`src/verilog/cic_map.svh`:
```
// register offsets, field positions, reset values and constants for cic
`ifndef CIC_MAP_SVH
`define CIC_MAP_SVH
`define CIC_OFF_CTRL 8'h00
`define CIC_OFF_CORE_EN 8'h04
`define CIC_OFF_CORE_FLAG 8'h08
`define CIC_OFF_PERI_EN 8'h0c
`define CIC_OFF_PERI_FLAG 8'h10
`define CIC_OFF_SHADOW_ST 8'h14
`define CIC_OFF_IRQ_STAT 8'h18
`define CIC_OFF_IRQ_MASK 8'h1c
`define CIC_CTRL_GIE 7
`define CIC_CTRL_PERIPHERAL_GROUP_IRQ_ENABLE 6
`define CIC_CTRL_EDGE 0
`define CIC_CTRL_RST 8'h01
`define CIC_CORE_TMR 5
`define CIC_CORE_IOC 4
`define CIC_CORE_EXT 0
`define CIC_CORE_MASK 8'h31
`define CIC_ST_TO 4
`define CIC_ST_PD 3
`define CIC_EV_ENTRY 0
`define CIC_EV_RETURN 1
`define CIC_EV_WAKE 2
`define CIC_VECTOR 16'h0004
`endif

```
`src/verilog/cic_pkg.sv`:
```
// types shared by the interrupt control block
package cic_pkg;
  typedef enum logic [2:0] {
    CIC_RUN = 3'b001,
    CIC_SLEEP = 3'b010,
    CIC_POST_WAKE = 3'b100
  } cic_state_t;
endpackage : cic_pkg
```
`src/verilog/cic_core.sv`:
```
// interrupt gating, vectoring, context shadow and wake logic
//
// The register addresses and register access over AXI4-Lite are this design's own decisions.
`timescale 1ns/1ps
`include "cic_map.svh"
// Operation
// reset clears all enables, no vectoring
// vector needs global, own, group enable
// core-level sources skip group enable
// flags set regardless of enables
// entry flushes, clears global, pushes, vectors
// entry copies context into shadow registers
// global clear: events only set flags
// return pops, restores, sets global
// pending flag serviced when global re-set
// firmware clears flags before return
// requests sampled in first clock phase
// only clockless sources wake from sleep
// wake vectors if global set, else resumes
// instruction after sleep runs before vectoring
// external pin edge request, gated by enable
// edge select: one rising, zero falling
// valid edge sets external flag, may vector
// pin edge synchronised before setting flag
module cic_core #(
  parameter int NPERI = 8
) (
  // clock and reset
  input wire logic ref_clk,
  input wire logic nrst,
  // axi4-lite write address and data
  input wire logic [7:0] s_axi_awaddr,
  input wire logic s_axi_awvalid,
  output logic s_axi_awready,
  input wire logic [31:0] s_axi_wdata,
  input wire logic [3:0] s_axi_wstrb,
  input wire logic s_axi_wvalid,
  output logic s_axi_wready,
  // axi4-lite write response
  output logic [1:0] s_axi_bresp,
  output logic s_axi_bvalid,
  input wire logic s_axi_bready,
  // axi4-lite read
  input wire logic [7:0] s_axi_araddr,
  input wire logic s_axi_arvalid,
  output logic s_axi_arready,
  output logic [31:0] s_axi_rdata,
  output logic [1:0] s_axi_rresp,
  output logic s_axi_rvalid,
  input wire logic s_axi_rready,
  // event sources
  input wire logic timer_evt,
  input wire logic ioc_evt,
  input wire logic [NPERI-1:0] peri_evt,
  input wire logic [NPERI-1:0] peri_clockless,
  input wire logic ext_pin,
  // sequencer side
  input wire logic first_clock_phase,
  input wire logic sleep_active,
  input wire logic return_from_irq_instr,
  input wire logic [7:0] ctx_w,
  input wire logic [7:0] ctx_status,
  input wire logic [5:0] ctx_bsr,
  input wire logic [15:0] ctx_fsr0,
  input wire logic [15:0] ctx_fsr1,
  input wire logic [6:0] ctx_pch,
  output logic vector_take,
  output logic [15:0] vector_addr,
  output logic restore_take,
  output logic wake,
  output logic global_irq_enable,
  output logic [7:0] shd_w,
  output logic [7:0] shd_status,
  output logic [5:0] shd_bsr,
  output logic [15:0] shd_fsr0,
  output logic [15:0] shd_fsr1,
  output logic [6:0] shd_pch,
  // interrupt to system
  output logic irq
);
  localparam logic [1:0] RESP_OK = 2'b00;
  localparam logic [1:0] RESP_ERR = 2'b10;
  localparam logic [7:0] ST_SAVE =
    ~((8'h01 << `CIC_ST_TO) | (8'h01 << `CIC_ST_PD));

  // register state
  logic [7:0] irq_control_reg, irq_control_next;
  logic [7:0] core_source_enable_reg, core_source_enable_next;
  logic [7:0] core_source_flag_reg, core_source_flag_next;
  logic [NPERI-1:0] peri_en_reg, peri_en_next;
  logic [NPERI-1:0] peripheral_flag_reg_first, peri_flag_next;
  logic [2:0] irq_stat_reg, irq_stat_next;
  logic [2:0] irq_mask_reg, irq_mask_next;
  cic_pkg::cic_state_t state_reg, state_next;
  // bus holding state
  logic aw_held_reg, w_held_reg;
  logic [7:0] awaddr_reg;
  logic [31:0] wdata_reg;
  logic [3:0] wstrb_reg;
  // pin synchroniser and edge detect
  logic pin_s1_reg, pin_s2_reg, pin_s3_reg;

  // address decode and write strobes
  wire wr_go = aw_held_reg & w_held_reg & ~s_axi_bvalid;
  wire wr_lane = wr_go & wstrb_reg[0];
  wire [7:0] wd = wdata_reg[7:0];
  wire wr_ctrl = wr_lane & (awaddr_reg == `CIC_OFF_CTRL);
  wire wr_cen = wr_lane & (awaddr_reg == `CIC_OFF_CORE_EN);
  wire wr_cflag = wr_lane & (awaddr_reg == `CIC_OFF_CORE_FLAG);
  wire wr_pen = wr_lane & (awaddr_reg == `CIC_OFF_PERI_EN);
  wire wr_pflag = wr_lane & (awaddr_reg == `CIC_OFF_PERI_FLAG);
  wire wr_stat = wr_lane & (awaddr_reg == `CIC_OFF_IRQ_STAT);
  wire wr_mask = wr_lane & (awaddr_reg == `CIC_OFF_IRQ_MASK);
  wire wr_known = (awaddr_reg == `CIC_OFF_CTRL) |
    (awaddr_reg == `CIC_OFF_CORE_EN) | (awaddr_reg == `CIC_OFF_CORE_FLAG) |
    (awaddr_reg == `CIC_OFF_PERI_EN) | (awaddr_reg == `CIC_OFF_PERI_FLAG) |
    (awaddr_reg == `CIC_OFF_SHADOW_ST) |
    (awaddr_reg == `CIC_OFF_IRQ_STAT) | (awaddr_reg == `CIC_OFF_IRQ_MASK);

  // selected pin edge, taken from synchronised stages only
  wire pin_rise = pin_s2_reg & ~pin_s3_reg;
  wire pin_fall = ~pin_s2_reg & pin_s3_reg;
  wire ext_edge = irq_control_reg[`CIC_CTRL_EDGE] ? pin_rise : pin_fall;

  // hardware set terms for the flags
  logic [7:0] core_evt_vec;
  always_comb begin
    core_evt_vec = 8'h00;
    core_evt_vec[`CIC_CORE_TMR] = timer_evt;
    core_evt_vec[`CIC_CORE_IOC] = ioc_evt;
    core_evt_vec[`CIC_CORE_EXT] = ext_edge;
  end

  // gating of pending requests
  wire peripheral_group_irq_enable = irq_control_reg[`CIC_CTRL_PERIPHERAL_GROUP_IRQ_ENABLE];
  wire core_pend = |(core_source_flag_reg & core_source_enable_reg);
  wire peri_pend = peripheral_group_irq_enable & (|(peripheral_flag_reg_first & peri_en_reg));
  wire any_pend = core_pend | peri_pend;
  // only sources that run without the system clock may wake
  wire wake_pend = core_source_flag_reg[`CIC_CORE_EXT] &
    core_source_enable_reg[`CIC_CORE_EXT] |
    peripheral_group_irq_enable & (|(peripheral_flag_reg_first & peri_en_reg & peri_clockless));
  wire sleeping = (state_reg == cic_pkg::CIC_SLEEP);
  wire wake_now = sleeping & wake_pend;
  // no vectoring while asleep or on the instruction after sleep
  wire take = first_clock_phase & global_irq_enable & any_pend &
    (state_reg == cic_pkg::CIC_RUN) & ~return_from_irq_instr;

  // sleep and wake sequencing
  always_comb begin
    case (state_reg)
      cic_pkg::CIC_RUN:
        state_next = sleep_active ? cic_pkg::CIC_SLEEP : cic_pkg::CIC_RUN;
      cic_pkg::CIC_SLEEP:
        state_next = wake_now ? cic_pkg::CIC_POST_WAKE : cic_pkg::CIC_SLEEP;
      cic_pkg::CIC_POST_WAKE: begin
        // one sampling phase passes so the next instruction executes
        state_next = first_clock_phase ? cic_pkg::CIC_RUN
                                       : cic_pkg::CIC_POST_WAKE;
      end
      default: state_next = cic_pkg::CIC_RUN;
    endcase
  end

  // next values of the software visible registers
  always_comb begin
    irq_control_next = irq_control_reg;
    if (wr_ctrl) begin
      irq_control_next = wd & 8'hc1;
    end
    if (take) begin
      irq_control_next[`CIC_CTRL_GIE] = 1'b0;
    end else if (return_from_irq_instr) begin
      irq_control_next[`CIC_CTRL_GIE] = 1'b1;
    end
    core_source_enable_next = wr_cen ? (wd & `CIC_CORE_MASK)
                                     : core_source_enable_reg;
    peri_en_next = wr_pen ? wd[NPERI-1:0] : peri_en_reg;
    // event set wins over a firmware write of the same flag
    core_source_flag_next = ((wr_cflag ? wd : core_source_flag_reg) |
      core_evt_vec) & `CIC_CORE_MASK;
    peri_flag_next = (wr_pflag ? wd[NPERI-1:0] : peripheral_flag_reg_first)
      | peri_evt;
    irq_stat_next = (irq_stat_reg & ~(wr_stat ? wd[2:0] : 3'h0)) |
      {wake_now, return_from_irq_instr, take};
    irq_mask_next = wr_mask ? wd[2:0] : irq_mask_reg;
  end

  // register file and control state; reset disables vectoring
  always_ff @(posedge ref_clk or negedge nrst) begin
    if (!nrst) begin
      irq_control_reg <= `CIC_CTRL_RST;
      core_source_enable_reg <= 8'h00;
      core_source_flag_reg <= 8'h00;
      peri_en_reg <= '0;
      peripheral_flag_reg_first <= '0;
      irq_stat_reg <= 3'h0;
      irq_mask_reg <= 3'h0;
      state_reg <= cic_pkg::CIC_RUN;
    end else begin
      irq_control_reg <= irq_control_next;
      core_source_enable_reg <= core_source_enable_next;
      core_source_flag_reg <= core_source_flag_next;
      peri_en_reg <= peri_en_next;
      peripheral_flag_reg_first <= peri_flag_next;
      irq_stat_reg <= irq_stat_next;
      irq_mask_reg <= irq_mask_next;
      state_reg <= state_next;
    end
  end

  // pin synchroniser; first stage feeds only the second
  always_ff @(posedge ref_clk or negedge nrst) begin
    if (!nrst) begin
      pin_s1_reg <= 1'b0;
      pin_s2_reg <= 1'b0;
      pin_s3_reg <= 1'b0;
    end else begin
      pin_s1_reg <= ext_pin;
      pin_s2_reg <= pin_s1_reg;
      pin_s3_reg <= pin_s2_reg;
    end
  end

  // entry, return and wake strobes to the sequencer
  always_ff @(posedge ref_clk or negedge nrst) begin
    if (!nrst) begin
      vector_take <= 1'b0;
      restore_take <= 1'b0;
      wake <= 1'b0;
      vector_addr <= 16'h0000;
    end else begin
      vector_take <= take;
      restore_take <= return_from_irq_instr;
      wake <= wake_now;
      vector_addr <= `CIC_VECTOR;
    end
  end

  // context shadow, captured on entry; status keeps no timeout/pd
  always_ff @(posedge ref_clk or negedge nrst) begin
    if (!nrst) begin
      shd_w <= 8'h00;
      shd_status <= 8'h00;
      shd_bsr <= 6'h00;
      shd_fsr0 <= 16'h0000;
      shd_fsr1 <= 16'h0000;
      shd_pch <= 7'h00;
    end else if (take) begin
      shd_w <= ctx_w;
      shd_status <= ctx_status & ST_SAVE;
      shd_bsr <= ctx_bsr;
      shd_fsr0 <= ctx_fsr0;
      shd_fsr1 <= ctx_fsr1;
      shd_pch <= ctx_pch;
    end
  end

  assign global_irq_enable = irq_control_reg[`CIC_CTRL_GIE];
  assign irq = |(irq_stat_reg & irq_mask_reg);

  // axi write channel: address and data taken in either order
  assign s_axi_awready = ~aw_held_reg;
  assign s_axi_wready = ~w_held_reg;
  always_ff @(posedge ref_clk or negedge nrst) begin
    if (!nrst) begin
      aw_held_reg <= 1'b0;
      w_held_reg <= 1'b0;
      awaddr_reg <= 8'h00;
      wdata_reg <= 32'h0000_0000;
      wstrb_reg <= 4'h0;
      s_axi_bvalid <= 1'b0;
      s_axi_bresp <= RESP_OK;
    end else begin
      if (s_axi_awvalid & ~aw_held_reg) begin
        aw_held_reg <= 1'b1;
        awaddr_reg <= {s_axi_awaddr[7:2], 2'b00};
      end
      if (s_axi_wvalid & ~w_held_reg) begin
        w_held_reg <= 1'b1;
        wdata_reg <= s_axi_wdata;
        wstrb_reg <= s_axi_wstrb;
      end
      if (wr_go) begin
        aw_held_reg <= 1'b0;
        w_held_reg <= 1'b0;
        s_axi_bvalid <= 1'b1;
        s_axi_bresp <= wr_known ? RESP_OK : RESP_ERR;
      end else if (s_axi_bready) begin
        s_axi_bvalid <= 1'b0;
      end
    end
  end

  // read decode
  wire [7:0] ra = {s_axi_araddr[7:2], 2'b00};
  logic [7:0] rd_val;
  logic rd_known;
  always_comb begin
    rd_known = 1'b1;
    case (ra)
      `CIC_OFF_CTRL: rd_val = irq_control_reg;
      `CIC_OFF_CORE_EN: rd_val = core_source_enable_reg;
      `CIC_OFF_CORE_FLAG: rd_val = core_source_flag_reg;
      `CIC_OFF_PERI_EN: rd_val = 8'(peri_en_reg);
      `CIC_OFF_PERI_FLAG: rd_val = 8'(peripheral_flag_reg_first);
      `CIC_OFF_SHADOW_ST: rd_val = shd_status;
      `CIC_OFF_IRQ_STAT: rd_val = {5'h00, irq_stat_reg};
      `CIC_OFF_IRQ_MASK: rd_val = {5'h00, irq_mask_reg};
      default: begin
        rd_val = 8'h00;
        rd_known = 1'b0;
      end
    endcase
  end

  // axi read channel, one outstanding read
  assign s_axi_arready = ~s_axi_rvalid;
  always_ff @(posedge ref_clk or negedge nrst) begin
    if (!nrst) begin
      s_axi_rvalid <= 1'b0;
      s_axi_rdata <= 32'h0000_0000;
      s_axi_rresp <= RESP_OK;
    end else if (s_axi_arvalid & ~s_axi_rvalid) begin
      s_axi_rvalid <= 1'b1;
      s_axi_rdata <= {24'h000000, rd_val};
      s_axi_rresp <= rd_known ? RESP_OK : RESP_ERR;
    end else if (s_axi_rready) begin
      s_axi_rvalid <= 1'b0;
    end
  end
endmodule : cic_core

```
`config.mk`:
```
export PLATFORM = sky130hd
export DESIGN_NAME = cic_core
export DESIGN_NICKNAME = d
export VERILOG_FILES = /design/src/verilog/cic_pkg.sv /design/src/verilog/cic_core.sv
export VERILOG_INCLUDE_DIRS = /design/src /design/src/verilog
export SDC_FILE = /design/constraint.sdc
export NUM_CORES = 1
export LEC_CHECK = 0
export BUFFER_PORTS_ARGS = -buffer_cell sky130_fd_sc_hd__buf_2
export CAP_MARGIN = 20
export CORE_AREA = 4 4 88 173
export DETAILED_ROUTE_END_ITERATION = 16
export DIE_AREA = 0 0 92 177
export GPL_TIMING_DRIVEN = 0
export MAX_ROUTING_LAYER = met4
export PLACE_DENSITY = 0.84
export SLEW_MARGIN = 15
export SYNTH_ARGS = -nofsm -noshare
export SYNTH_HDL_FRONTEND = slang
export SYNTH_SLANG_ARGS = --single-unit
```
`constraint.sdc`:
```
create_clock -name ref_clk -period 1.7 [get_ports ref_clk]
set_input_delay 0.17 -clock ref_clk [delete_from_list [all_inputs] [get_ports ref_clk]]
set_output_delay 0.17 -clock ref_clk [all_outputs]
set_load 0.1 [all_outputs]
```
Word-level counts from Yosys, hierarchy flattened
Cells that the tools add are included. W data, S select, Z words.

Bits of input ports: 142. Memories kept: 0. Flip-flop bits (word level): 131. RAM bits: 0. Word-level logic and storage cells: 132. Memory bits (read-only): 0. Output and inout port bits: 123. Bits in latches: 0.

Shift operators: 0. Eq/ne operators: 17. Reduce and logical (&&, ||, !) cells: 12. $mul: 0. $lt $le $gt $ge: 0. Add/subtract/negate cells: 0. Bitwise logic cells: 48. Muxes and demuxes: 23. Div/mod/pow operators: 0.

Operators with widths (number): $pmux W8 S8 (1); $eq A6 B3 Y1 const B (8); $reduce_or A8 Y1 (4); $eq A6 B2 Y1 const B (4); $and A1 B1 Y1 (23); $and A8 B8 Y8 (2); $logic_not A8 Y1 (2); $mux W8 (2); $eq A6 B1 Y1 const B (2); $mux W1 (12); $mux W3 (3); $or A1 B1 Y1 (9); $pmux W3 S3 (1); $or A8 B8 Y8 (1); $reduce_bool A2 Y1 (4); $not A1 Y1 (7); $and A3 B3 Y3 (2); $and A6 B6 Y6 (1); $mux W2 (3); $mux W6 (1); $or A6 B6 Y6 (1); $eq A3 B1 Y1 const B (1); $eq A3 B2 Y1 const B (1); $eq A3 B3 Y1 const B (1); other kinds (4) (4).

Depth between registers and ports, before layout
Depth after elaboration: 9. Mapped depth: 6. Gate-level depth less buffers: 5.

Worst setup path after synthesis
No wires, ideal clock.

Path type: register to register. Start: reg s_axi_rvalid. End: reg s_axi_rdata[0]. Data arrival time: 2356 ps. Data required time: 1631 ps. Cell stages (with the launch flop): 5. Slack: -725 ps. Setup time: 69 ps. Buffers on the path: 0. Period minus slack after synthesis: 2425 ps. Path through: dfrtp_1 inv_1 nand2_1 nor4_2 a22o_1.

Word-level cells in the longest chain between the ends: 2.

RTL lines: start: declaration (RTL line cic_core.sv:49) `output logic s_axi_rvalid,`; start signal: assignment (RTL line cic_core.sv:321) `s_axi_rvalid <= 1'b0;`; start signal: assignment (RTL line cic_core.sv:325) `s_axi_rvalid <= 1'b1;`; start signal: assignment (RTL line cic_core.sv:329) `s_axi_rvalid <= 1'b0;`; $not A1 Y1; via s_axi_arready (RTL line cic_core.sv:46) `output logic s_axi_arready,`; $and A1 B1 Y1 (RTL line cic_core.sv:324) `end else if (s_axi_arvalid & ~s_axi_rvalid) begin`; end signal: assignment (RTL line cic_core.sv:326) `s_axi_rdata <= {24'h000000, rd_val};`; end: declaration (RTL line cic_core.sv:47) `output logic [31:0] s_axi_rdata,`.

The timed path passes the listed nets, and every way through them passes these cells. A chain may end at the register's enable or synchronous reset.

Worst setup path in the final report
Start: reg awaddr_reg[5]. End: reg core_source_enable_reg[4].

Word-level cells in the longest chain between the ends: 2.

RTL lines: start: declaration (RTL line cic_core.sv:97) `logic [7:0] awaddr_reg;`; start signal: assignment (RTL line cic_core.sv:277) `awaddr_reg <= {s_axi_awaddr[7:2], 2'b00};`; $eq A6 B1 Y1 (no source line); $and A1 B1 Y1 (RTL line cic_core.sv:108) `` wire wr_cen = wr_lane & (awaddr_reg == `CIC_OFF_CORE_EN); ``; end signal: assignment (RTL line cic_core.sv:202) `core_source_enable_reg <= core_source_enable_next;`; end: declaration (RTL line cic_core.sv:88) `logic [7:0] core_source_enable_reg, core_source_enable_next;`.

Every way passes these cells.

==> metrics.txt <==
total power 0.0166 W; Slew Viols, Final 0; Cell variety after synth 46; violated checks setup timing; area of the die about 16000 um^2; Longest Clk Path Bufs 2; Non-Filler Instances 987; Layout area overhead 59.8%; die width 92 um; fin worst setup slack -0.104 ns; Critical Path AT 2.09 ns; initial core utilization 41.2%; max incr delay on CP approximately 0.43 ns; Worst Path Max Fanout 3; # H-tree levels 4; DIE HEIGHT 177 um; Worst-Skew Late Latency 0.41 ns; reg2reg start awaddr_reg[5]; initial antenna violation count 0; number of port buffers 187; fill count 1013; Inserted Clock Buffers 17; GP Congestion 0.879; core area 13900 um^2; Post-Syn Instances approximately 440; sequential area share after synthesis 56.4%; most frequent cells in the layout buf_2, dfrtp_1, dlygate4sd3_1; Final Cycle Share 106%; hold endpoint shd_fsr1[7]; Worst slew margin 38.0%; r2r endpoint core_source_enable_reg[4]; Worst EP required 1.98 ns; vias per cell around 5; number of global-route vias before repair 5070; clock-pin slew on the worst setup and hold paths approximately 0.060 ns; Routed WL per cell 18.5 um; Static Leak 4.56 nW; via count 4895; FMAX 554 MHz; Synth Register Bits 129; Worst setup EP type register; Place WS -0.430 ns; syn avg cell area approximately 13 um^2; first-pass GRT wire length 27400 um; row cnt 61; Hold Path Class in2reg; reg2reg path depth 4; Area contributors post-synth dfrtp_1, mux2_2, buf_4, a22oi_1, a211o_1; fin area 9150 um^2; num ports 265; dpl cells 861; min Tclk post-route 1.80 ns; antenna cells 0; Post-synth ARST share 100%; leading registers by flop count shd_fsr0 x16, shd_fsr1 x16; total wire length 18300 um; CTS tree yes; WS Path Type reg2reg; Worst IR Drop VDD 1.68 mV; Cell Area, Synth 5720 um^2; EDFF count, synth 0; final core utilization roughly two thirds; Synth Flop Type dfrtp_1; Detailed Routing Iterations Pass 1 4; Worst Tran Pin Value 0.923 ns; total global-route track usage between 20% and 30%; unrepaired setup endpoints after global routing yes; nets@finish between 900 and 1000; startpoint types register; Initial DRC Count 213; fraction of layout cells with a size suffix above 1 51.4%; Placed Area roughly 7300 um^2; Final Hold Fails 0; crit-path cells or3_4, nor3_4, nand3b_1, mux2_2; Root Buffer clkbuf_16; hold path cells 2; synthesis warning total 0; most common cell after layout, fill and taps aside buf_2; Routed Antenna Nets 0; slowest stage cell on the critical path or3_4; reg2reg setup slack -0.10 ns; largest net degree at the start of global routing 76; DRC viols 0; Synth area leader dfrtp_1; outcome complete, but fails checks; worst hold path startpoint ctx_fsr1[7]; Synth top area share 55.5%; Final Skew slightly below 0.009 ns; Max Cap Viol 0; Congestion Overflow GR 0; PD cells 1810 nW/um^2; DP HPWL between 10000 and 15000 um; Sink Count 129; Final setup viols 79
==> cells by family (layout without fill, tap and decap cells) <==
logic type,after synthesis,in the layout,share of synthesized area [%]
DFF,129,129,56.4
and+or+nand+nor,94,94,9.23
muxes,93,93,18.5
buffers and inverters,71,385,8.42
AOI/OAI and AO/OA,53,53,7.30
other,2,44,0.131
==> cells in the mapped netlist (2+ instances only) <==
cell      instances
mux2_2           86
inv_1            16
nor3_2            3
nand4_1           5
nand2b_1          2
buf_6             7
a211o_1          11
dfrtp_1         127
a21oi_1           5
a222oi_1          2
dfstp_2           2
nor2_1           22
buf_4            43
a21o_1            3
or4_1             2
conb_1            2
nor2b_1           4
a22oi_1          13
nand3_1          14
o21ai_0           5
a211oi_1          2
nor3_1            4
clkbuf_1          4
a22o_1            9
mux2_1            5
nand2_1          23
nand3b_1          2
==> metal layers <==
metal	routed length, um	track usage, %	part of all wire, %
met2	10200	41.9	56
met3	1030	4.55	5.6
met1	6120	21.5	33
met5	0	-	0
met4	981	13.1	5.4
==> critical path, delay by kind of cell, from the launching register on <==
| family | cells | cell delay [ns] |
|---|---|---|
| muxes | 1 | 0.35 |
| and+or+nand+nor | 3 | 0.91 |
| DFF | 1 | 0.41 |
==> report_power, final <==
group | total (W) | switching (W) | internal, W
logic | 0.00786 | 0.00555 | 0.00231
registers | 0.00485 | 0.000858 | 0.00399
clock network | 0.00387 | 0.00133 | 0.00254
==> worst max-delay path by stage <==
stage | to | from | slack, ns | depth (start not counted)
global placement | irq_control_reg[7] | nrst | -1.63 | 1
detailed placement | peri_en_reg[0] | awaddr_reg[5] | -0.43 | 4
finish | core_source_enable_reg[4] | awaddr_reg[5] | -0.10 | 4
CTS | shd_fsr0[13] | state_reg[2] | -0.11 | 6
global route | shd_bsr[2] | peripheral_flag_reg_first[3] | -0.18 | 7
floorplan | shd_fsr0[0] | irq_control_reg[7] | -0.21 | 5
==> metrics by stage <==
step	hold WS (ns)	TNS, ns
5_1_grt	0.00668	-11.71
2_1_floorplan	-0.126	-13.98
4_1_cts	-0.0618	-5.25
3_3_place_gp	0.280	-175.71
6_report	0.0222	-4.96
3_5_place_dp	0.163	-25.53
==> cell type report <==
| type | instances | area (um^2) | share of cell area [%] |
|---|---|---|---|
| buffer | 55 | 484 | 5.29 |
| clock buffer | 20 | 457 | 4.99 |
| clock inverter | 12 | 183 | 2.00 |
| inverter | 16 | 63.8 | 0.698 |
| multi-input combinational | 284 | 2530 | 27.7 |
| sequential | 129 | 3240 | 35.5 |
| tap | 189 | 236 | 2.59 |
| timing repair buffer | 282 | 1950 | 21.3 |
==> what timing repair did <==
action,4_1_cts,5_1_grt
endpoints found under the setup margin,91,85
pin swaps,7,4
gates cloned,0,2
endpoints found under the hold margin,134,1
resized for setup,44,21
setup buffers,11,0
hold buffers,80,1
Power figures use the tool's default switching activity.
